File: src/design/xpt_cfg_defines.vh
// Purpose: Constants for the crosspoint serial configuration block
// Assumes: Included by bare name from design files
// Notes: Field positions count from the first bit shifted in
`ifndef XPT_CFG_DEFINES_VH
`define XPT_CFG_DEFINES_VH
`define FRAME_BITS 16
`define FIELD_BITS 4
`define NUM_OUTPUTS 4
`define SEL_BITS 3
`define ADDR_WORD_BITS 6
`define ADDR_OUT_LSB 0
`define ADDR_SEL_LSB 2
`define ADDR_OFF_BIT 5
`define FIELD_OFF_BIT 3
`define RESET_SEL 3'h0
`define RESET_OFF 1'b1
`define BCAST_SEL 3'h0
`endif

File: src/design/crosspoint_serial_config.v
// Purpose: Serial configuration logic of an 8x4 crosspoint switch
// Assumes: Serial pins sampled by core_clk, far faster than serial clock
// Notes: Serial clock edges are found from synchronised samples
`timescale 1ns/100ps
`default_nettype none
`include "xpt_cfg_defines.vh"
module crosspoint_serial_config #(
  parameter OUTPUTS = `NUM_OUTPUTS,
  parameter FRAME = `FRAME_BITS
) (
  input wire core_clk,
  input wire resetn,
  input wire clk_en,
  input wire sclk,
  input wire cs_n,
  input wire sdi,
  input wire cfg,
  input wire mode,
  input wire rst_pin,
  input wire all_outputs_input0,
  output reg sdo,
  output reg [3*OUTPUTS-1:0] out_sel,
  output reg [OUTPUTS-1:0] out_off
);
  ////////////////////////////////////////////////////////////////////////
  // Pin synchronisation
  wire [6:0] s;
  pin_sync #(.WIDTH(7)) u_sync (
    .core_clk(core_clk),
    .resetn(resetn),
    .clk_en(clk_en),
    .async_in({all_outputs_input0, rst_pin, mode, cfg, sdi, cs_n, sclk}),
    .sync_out(s)
  );
  wire sclk_s = s[0];
  wire cs_n_s = s[1];
  wire sdi_s = s[2];
  wire cfg_s = s[3];
  wire mode_s = s[4];
  wire rst_s = s[5];
  wire bcast_s = s[6];
  reg sclk_d;
  reg cfg_d;
  wire sclk_rise = sclk_s & ~sclk_d;
  wire sclk_fall = ~sclk_s & sclk_d;
  wire cfg_rise = cfg_s & ~cfg_d;
  ////////////////////////////////////////////////////////////////////////
  // Receive sequencing
  localparam ST_IDLE = 3'h1;
  localparam ST_WAIT = 3'h2;
  localparam ST_RECV = 3'h4;
  reg [2:0] state;
  reg [2:0] next_state;
  reg [FRAME-1:0] shadow;
  reg [`ADDR_WORD_BITS-1:0] addr_word;
  reg fresh;
  always @* begin
    next_state = state;
    case (state)
      ST_IDLE: begin
        if (!cs_n_s) begin
          next_state = ST_WAIT;
        end
      end
      ST_WAIT: begin
        if (cs_n_s) begin
          next_state = ST_IDLE;
        end else if (sclk_rise) begin
          next_state = ST_RECV;
        end
      end
      ST_RECV: begin
        if (cs_n_s) begin
          next_state = ST_IDLE;
        end
      end
      default: begin
        next_state = ST_IDLE;
      end
    endcase
  end
  wire take_bit = (state == ST_RECV) && !cs_n_s && sclk_fall;
  // Arming rise already presents the oldest bit to a chained device
  wire push_out = (state == ST_WAIT || state == ST_RECV) && !cs_n_s &&
    sclk_rise && !mode_s;
  ////////////////////////////////////////////////////////////////////////
  // Shadow bank next values
  reg [FRAME-1:0] next_shadow;
  reg [`ADDR_WORD_BITS-1:0] next_addr_word;
  reg next_sdo;
  always @* begin
    next_shadow = shadow;
    next_addr_word = addr_word;
    next_sdo = sdo;
    if (take_bit) begin
      if (mode_s) begin
        next_addr_word = {sdi_s, addr_word[`ADDR_WORD_BITS-1:1]};
      end else begin
        next_shadow = {sdi_s, shadow[FRAME-1:1]};
      end
    end
    if (push_out) begin
      next_sdo = shadow[0];
    end
  end
  always @(posedge core_clk or negedge resetn) begin
    if (!resetn) begin
      state <= ST_IDLE;
      sclk_d <= 1'b0;
      cfg_d <= 1'b0;
      shadow <= {FRAME{1'b0}};
      addr_word <= {`ADDR_WORD_BITS{1'b0}};
      sdo <= 1'b0;
    end else if (clk_en) begin
      state <= next_state;
      sclk_d <= sclk_s;
      cfg_d <= cfg_s;
      shadow <= next_shadow;
      addr_word <= next_addr_word;
      sdo <= next_sdo;
    end
  end
  ////////////////////////////////////////////////////////////////////////
  // Fresh-data tracking
  // A bit taken in the same cycle as a commit keeps the flag set
  reg fresh_mode;
  reg next_fresh;
  reg next_fresh_mode;
  always @* begin
    next_fresh = fresh;
    next_fresh_mode = fresh_mode;
    if (rst_s) begin
      next_fresh = 1'b0;
    end else if (take_bit) begin
      next_fresh = 1'b1;
      next_fresh_mode = mode_s;
    end else if (cfg_rise) begin
      next_fresh = 1'b0;
    end
  end
  always @(posedge core_clk or negedge resetn) begin
    if (!resetn) begin
      fresh <= 1'b0;
      fresh_mode <= 1'b0;
    end else if (clk_en) begin
      fresh <= next_fresh;
      fresh_mode <= next_fresh_mode;
    end
  end
  ////////////////////////////////////////////////////////////////////////
  // Active registers
  wire [1:0] a_out = addr_word[`ADDR_OUT_LSB+1:`ADDR_OUT_LSB];
  wire [2:0] a_sel = addr_word[`ADDR_SEL_LSB+2:`ADDR_SEL_LSB];
  wire a_off = addr_word[`ADDR_OFF_BIT];
  wire [3*OUTPUTS-1:0] next_out_sel;
  wire [OUTPUTS-1:0] next_out_off;
  genvar g;
  generate
    for (g = 0; g < OUTPUTS; g = g + 1) begin : g_out
      wire [2:0] frame_sel = shadow[`FIELD_BITS*g+2:`FIELD_BITS*g];
      wire frame_off = shadow[`FIELD_BITS*g+`FIELD_OFF_BIT];
      wire named = (a_out == g);
      reg [2:0] sel_n;
      reg off_n;
      // Reset outranks broadcast, both outrank a commit
      always @* begin
        sel_n = out_sel[3*g+2:3*g];
        off_n = out_off[g];
        if (rst_s) begin
          sel_n = `RESET_SEL;
          off_n = `RESET_OFF;
        end else if (bcast_s) begin
          sel_n = `BCAST_SEL;
          off_n = 1'b0;
        end else if (cfg_rise && fresh) begin
          if (!fresh_mode) begin
            sel_n = frame_sel;
            off_n = frame_off;
          end else if (named) begin
            sel_n = a_sel;
            off_n = a_off;
          end
        end
      end
      assign next_out_sel[3*g+2:3*g] = sel_n;
      assign next_out_off[g] = off_n;
    end
  endgenerate
  always @(posedge core_clk or negedge resetn) begin
    if (!resetn) begin
      out_sel <= {OUTPUTS{`RESET_SEL}};
      out_off <= {OUTPUTS{`RESET_OFF}};
    end else if (clk_en) begin
      out_sel <= next_out_sel;
      out_off <= next_out_off;
    end
  end
endmodule
`default_nettype wire

File: src/design/pin_sync.v
// Purpose: Two-stage synchroniser for a group of pin inputs
// Assumes: Inputs are asynchronous to core_clk
// Notes: First stage is read only by the second stage
`timescale 1ns/100ps
`default_nettype none
module pin_sync #(
  parameter WIDTH = 1
) (
  input wire core_clk,
  input wire resetn,
  input wire clk_en,
  input wire [WIDTH-1:0] async_in,
  output reg [WIDTH-1:0] sync_out
);
  reg [WIDTH-1:0] stage1;
  always @(posedge core_clk or negedge resetn) begin
    if (!resetn) begin
      stage1 <= {WIDTH{1'b0}};
      sync_out <= {WIDTH{1'b0}};
    end else if (clk_en) begin
      stage1 <= async_in;
      sync_out <= stage1;
    end
  end
endmodule
`default_nettype wire

File: config.mk
export PLATFORM = sky130hd
export DESIGN_NAME = crosspoint_serial_config
export DESIGN_NICKNAME = d
export VERILOG_FILES = /design/src/design/crosspoint_serial_config.v /design/src/design/pin_sync.v
export VERILOG_INCLUDE_DIRS = /design/src /design/src/design
export SDC_FILE = /design/constraint.sdc
export NUM_CORES = 1
export LEC_CHECK = 0
export BUFFER_PORTS_ARGS = -buffer_cell sky130_fd_sc_hd__buf_2
export CORE_UTILIZATION = 65
export CTS_BUF_LIST = sky130_fd_sc_hd__clkbuf_2 sky130_fd_sc_hd__clkbuf_4 sky130_fd_sc_hd__clkbuf_8
export CTS_CLUSTER_DIAMETER = 120
export DETAILED_ROUTE_END_ITERATION = 16
export PLACE_DENSITY = 0.91
export SYNTH_ARGS = -nofsm -noshare
export SYNTH_HDL_FRONTEND = slang
export SYNTH_SLANG_ARGS = --single-unit
File: constraint.sdc
create_clock -name core_clk -period 4.93 [get_ports core_clk]
set_input_delay 0.493 -clock core_clk [delete_from_list [all_inputs] [get_ports core_clk]]
set_output_delay 0.493 -clock core_clk [all_outputs]
set_load 0.02 [all_outputs]
==> results of run 1 <==
==> worst paths after layout <==
path,end,slack (ns)
max in group asynchronous,addr_word[4]$_DFFE_PN0P_,4.13
worst min-delay path,out_sel[4]$_DFFE_PN0P_,0.32
min in group core_clk,u_sync.stage1[2]$_DFFE_PN0P_,0.39
worst max register to register,out_sel[8]$_DFFE_PN0P_,2.59
worst min register to register,u_sync.sync_out[1]$_DFFE_PN0P_,0.49
worst max-delay path,out_sel[8]$_DFFE_PN0P_,2.59
==> worst max-delay path, stage by stage, from the launching register on <==
cell and delay [ns]:
dfrtp_1 0.75, or3b_2 0.56, o221ai_1 0.52, mux2_2 0.40
==> Yosys cell counts, types with 2 or more instances <==
cell and n:
mux2i_1 4, nor2_1 2, buf_6 3, dfstp_2 5, dfrtp_1 55, clkbuf_1 6
nand4bb_1 2, and3b_1 2, o21bai_1 4, mux2_2 47, nor2b_1 3, mux2_4 6
a21oi_1 13, inv_1 4, o21ai_0 3, nand2_1 5, a2bb2oi_1 2, o221ai_1 3
nand2b_1 13
==> cells by family after synthesis <==
family / count (synthesis)
buffers and inverters: 14
muxes: 58
AOI/OAI and AO/OA: 30
DFF: 60
xor gates and xnor gates: 1
and+or+nand+nor: 35
==> metal layers <==
layer | wire length [µm] | vias up | track usage (%)
met3 | 171 | 10 | 5.34
met1 | 2310 | 824 | 35.4
met4 | 87 | 0 | 12.5
li1 | - | 769 | -
met5 | 0 | - | 0
met2 | 2410 | 39 | 39.9
==> area by class of cell <==
cell class / count / share of cell area [%]
flip-flops and latches: 60 / 50.3
well taps: 50 / 2.09
clock buffers: 12 / 4.88
repair buffers: 27 / 4.59
clock inverters: 3 / 0.501
multi-input cells: 124 / 37.2
inverters: 4 / 0.501
==> state kept, by name (all words and copies together), names as in the netlist <==
| signal | flops |
|---|---|
| out_off | 4 |
| u_sync.sync_out | 7 |
| fresh | 1 |
| u_sync.stage1 | 7 |
| state | 3 |
| sclk_d | 1 |
| shadow | 16 |
| out_sel | 12 |
| fresh_mode | 1 |
| addr_word | 6 |
| sdo | 1 |
| cfg_d | 1 |
==> stage by stage <==
stage | instances | power (mW) | setup slack [ns] | cell area, µm²
final | 280 | 1.09 | 2.59 | 3000
after floorplan | 198 | 0.677 | 3.04 | 2700
after global routing | 280 | 1.13 | 2.48 | 3000
after CTS | 280 | 1.09 | 2.60 | 3000
after global placement | 265 | 0.713 | 2.34 | 2840
after detailed placement | 265 | 0.723 | 2.28 | 2840
==> cells in the final DEF, fill, tap and decap left out, types with 4 or more instances in the layout <==
cell / instances
dfrtp_1: 55
mux2_2: 47
buf_2: 26
nand2b_1: 13
a21oi_1: 13
clkbuf_8: 9
mux2_4: 6
nand2_1: 5
dfstp_2: 5
inv_1: 4
mux2i_1: 4
o21bai_1: 4
==> power groups by stage <==
stage / clock, mW / sequential (mW) / combinational (mW)
floorplan: 0 / 0.588 / 0.0888
global placement: 0 / 0.583 / 0.130
detailed placement: 0 / 0.586 / 0.136
CTS: 0.374 / 0.579 / 0.137
global route: 0.396 / 0.585 / 0.147
finish: 0.371 / 0.579 / 0.136
==> impl_metrics.yaml, run 1 <==
logic_synthesis:
  ys_ff_latch: 60
  yosysSeqAreaShare_pct: 55.9
  synth_mux_area_share_pct: 24.9
  synth_fa_ha_area_share_pct: 0
  ys.flop_type: "dfrtp_1"
  synth_top_area_share_pct: 51.0
  synth-xor-area-share_pct: 0.325
  syn_area_per_cell_um2: 13.6
  synth-async-reset-ratio_pct: 100
  synth.largest_area_cell: "dfrtp_1"
  syn_area_um2: 2700
  synth-edff-count: 0
  synthTopCellsByArea: "dfrtp_1 51%, mux2_2 20%, dfstp_2 4.9%"
  syn-num-nets: 208
  ys_types: 35
  synth_compound_area_share_pct: 7.33
  synth_top_family_by_area: "multiplexers"
  yosysWarnings: 0
  synth-simple-area-share_pct: 8.81
  synthCells: 198
clock_tree:
  cts_tree: "done"
  clockBufferDepth: 2
  clock_sinks: 60
  cts_setup_buffers: 0
  cts_made_buffers: 9
  worstSkewPairLatency_ns: 0.33
  clk_pin_slew_worst_paths_ns: 0.07
  ctsResizeCount: 0
  htreeDepth: 3
  cts_hold_buffers: 0
  cts_root_buf: "clkbuf_8"
drt:
  routed_via_density: 5.86
  route.detailed.drc: 0
  wire_per_inst_um: 17.8
  totalWireLength_um: 4970
  vias: 1642
  ant_nets: 0
  drtIter0Drc: 113
  firstDrtPassIters: 4
power_and_ir_drop:
  peakVddDrop_mv: 0.241
  seq_power_share_pct: 53.3
  power_density_nw_per_um2: 362
  p_int_uw: 799
  net-switching-power_uw: 287
  clkPwrFrac_pct: 34.2
  power_frac_comb_pct: 12.5
  p_leak_nw: 1.41
  switching_share_pct: 26.5
global_routing:
  grt_pass1_wl_um: 8140
  grt_pass1_vias: 1671
  track_usage_pct: 26.1
  grt_overflow_total: 0
  grt_max_degree: 61
  antenna_found_initial: 0
timing:
  max_freq_mhz: 427
  hold_viol_final: 0
  final-setup-viol-count: 0
  post-route-period-util_pct: 47.5
  hold_slack_ns: 0.317
  rsz0062_at_grt: "false"
  fin_setup_tns_ns: 0
  skew_ns: 0.0103
  min_period_ns: 2.34
  maxSlewViolCount: 0
  worstMarginPinSlew_ns: 0.781
  maxSlewHeadroom_pct: 47.8
layout:
  multi_input_area_um2: 1110
  drive_gt1_share_pct: 45.7
  finish.utilization_pct: 75.0
  area_growth_pct: 11.2
  num_antenna_cells: 0
  fillers: 259
  seq_area_um2: 1510
  final_nets: 236
place:
  dpl.hpwl_um: 3240
  gp_congestion: 0.791
  io_buffers: 26
floorplan:
  core_area_um2: 4000
  dieHeight_um: 66.4
  start_util_pct: 67.4
  dieArea_um2: 4410
  die_w_um: 66.4
  ios: 27
  rows: 23
critical_path:
  required_ns: 5.15
  crit_type: "reg -> reg"
  cp-start-kind: "register"
  arrival_ns: 2.56
  cp-startpoint: "fresh_mode$_DFFE_PN0P_"
  r2r_cells: 3
  critPathMaxFanout: 21
  crit_path_end_kind: "register"
  worstReg2RegStart: "fresh_mode$_DFFE_PN0P_"
job:
  drv_cap: 0
min_path:
  min_path_type: "in -> async"
outcome:
  status: "finished clean"
Note: power is estimated with default switching activity, not from simulation.
==> inputs of run 2 (changes only) <==
- CORE_UTILIZATION: 65 -> 55
- PLACE_DENSITY: 0.91 -> 0.82
- clock period: 4.93 -> 2.05 ns (I/O delays scaled with it)
==> run 2 against run 1 <==
  * First-iteration DRC count is 34% lower
  * Register-to-register slack worse by 2.4 ns
  * Die area is 18% higher
  * Critical endpoint is now out_sel[3]$_DFFE_PN0P_
  * Largest power group unchanged
==> impl_metrics.yaml, run 2 (synthesis results as in run 1) <==
outcome:
  status: "finished clean"
timing:
  worstMarginPinSlew_ns: 0.469
  hold_viol_final: 0
  max_freq_mhz: 538
  min_period_ns: 1.86
  final-setup-viol-count: 0
  post-route-period-util_pct: 90.7
  skew_ns: 0.00598
  rsz0062_at_grt: "false"
  fin_ws_ns: 0.191
  fin_setup_tns_ns: 0
  hold_slack_ns: 0.0988
  maxSlewViolCount: 0
  maxSlewHeadroom_pct: 68.7
floorplan:
  ios: 27
  rows: 25
  start_util_pct: 57.1
  core_area_um2: 4720
  dieHeight_um: 72.0
  dieArea_um2: 5190
  die_w_um: 72.0
power_and_ir_drop:
  peakVddDrop_mv: 0.496
  p_leak_nw: 1.46
  net-switching-power_uw: 681
  power_frac_comb_pct: 12.9
  p_int_mw: 1.95
  switching_share_pct: 25.9
  power_density_nw_per_um2: 849
  seq_power_share_pct: 52.5
  clkPwrFrac_pct: 34.6
global_routing:
  grt_max_degree: 29
  grt_pass1_wl_um: 7950
  antenna_found_initial: 0
  track_usage_pct: 21.2
  grt_overflow_total: 0
  grt_pass1_vias: 1616
clock_tree:
  htreeDepth: 3
  clockBufferDepth: 2
  cts_hold_buffers: 1
  clock_sinks: 60
  worstSkewPairLatency_ns: 0.33
  cts_root_buf: "clkbuf_8"
  cts_setup_buffers: 0
  cts_tree: "done"
  cts_made_buffers: 9
  ctsResizeCount: 0
  clk_pin_slew_worst_paths_ns: 0.06
critical_path:
  cp-start-kind: "register"
  critPathMaxFanout: 9
  crit_slowest_cell: "or3b_2"
  required_ns: 2.27
  crit_path_end_kind: "register"
  arrival_ns: 2.08
  cp_cell_sequence: "or3b_2 -> o221ai_1 -> buf_4 -> mux2_2"
  crit_type: "reg -> reg"
  slowest_delay_ns: 0.55
layout:
  layout_common_cells: "55 x dfrtp_1, 47 x mux2_2, 26 x buf_2, 13 x nand2b_1, 13 x a21oi_1"
  num_antenna_cells: 0
  seq_area_um2: 1510
  fillers: 369
  layout_commonest_cell: "dfrtp_1"
  largest-register: "shadow"
  largestRegisters: "shadow (16), out_sel (12)"
  largest_register_ffs: 16
  area_growth_pct: 15.0
  multi_input_area_um2: 1110
  drive_gt1_share_pct: 47.1
  final_nets: 244
min_path:
  min_path_type: "in -> reg"
drt:
  firstDrtPassIters: 4
  met2WireLength_um: 2110
  routed_via_density: 5.44
  wire_per_inst_um: 15.2
  drtIter0Drc: 75
  drt-met1-wl_um: 2270
  vias: 1659
  totalWireLength_um: 4640
  topRoutingLayerUsed: "met4"
  wl_met3_um: 139
  ant_nets: 0
  route.detailed.drc: 0
place:
  gp_congestion: 0.781
  post-place-ws_ns: 0.225
  dpl.hpwl_um: 3230
  io_buffers: 26
job:
  drv_cap: 0
run 2: cell count changes in the layout (fill, tap and decap cells not counted), sizes merged:
cell / before / now
buf: 27 / 34
dlygate4sd3: 0 / 1
run 2: final timing paths:
| path | startpoint | endpoint | slack (ns) | depth (start not counted) |
|---|---|---|---|---|
| min reg2reg | u_sync.stage1[4]$_DFFE_PN0P_ | u_sync.sync_out[4]$_DFFE_PN0P_ | 0.48 | 2 |
| min in group asynchronous | resetn | u_sync.sync_out[1]$_DFFE_PN0P_ | 0.36 | 2 |
| max reg2reg | u_sync.sync_out[5]$_DFFE_PN0P_ | out_sel[3]$_DFFE_PN0P_ | 0.19 | 4 |
| max in group asynchronous | resetn | out_off[3]$_DFFE_PN1P_ | 1.03 | 3 |
| min | sclk | u_sync.stage1[0]$_DFFE_PN0P_ | 0.1 | 2 |
| max | u_sync.sync_out[5]$_DFFE_PN0P_ | out_sel[3]$_DFFE_PN0P_ | 0.19 | 4 |
run 2: metal layers:
layer,up-vias,global-route usage [%]
met5,-,0
met4,0,11.8
met1,835,29.4
met3,12,5.00
li1,783,-
met2,29,31.0
run 2: worst max-delay path, delay by kind of cell, from the launching register on:
family                 cells  cell delay (ns)
AO/OA/AOI/OAI              1             0.21
buffers and inverters      1             0.18
flip-flops                 1             0.48
multiplexers               1             0.33
AND/OR/NAND/NOR            1             0.55
run 2: power by group through the flow:
stage / Sequential (mW) / Combinational (mW) / Clock [mW]
floorplan: 1.41 / 0.214 / 0
global placement: 1.40 / 0.336 / 0
detailed placement: 1.41 / 0.340 / 0
CTS: 1.39 / 0.343 / 0.928
global route: 1.40 / 0.369 / 0.983
finish: 1.38 / 0.339 / 0.912
run 2: through the flow:
stage          instance area, µm²  util (%)  instances  total power [mW]
3_3_place_gp                 2920      61.9        289              1.74
4_1_cts                      3100      65.7        305              2.66
6_report                     3100      65.7        305              2.63
5_1_grt                      3100      65.7        305              2.75
3_5_place_dp                 2920      61.9        289              1.75
2_1_floorplan                2700         -        198              1.63
run 2: final cells by class:
type / instances / share of cell area (%)
repair buffers: 35 / 6.86
flip-flops and latches: 60 / 48.6
multi-input cells: 124 / 35.9
inverters: 4 / 0.484
well taps: 67 / 2.70
clock inverters: 3 / 0.484
clock buffers: 12 / 4.92
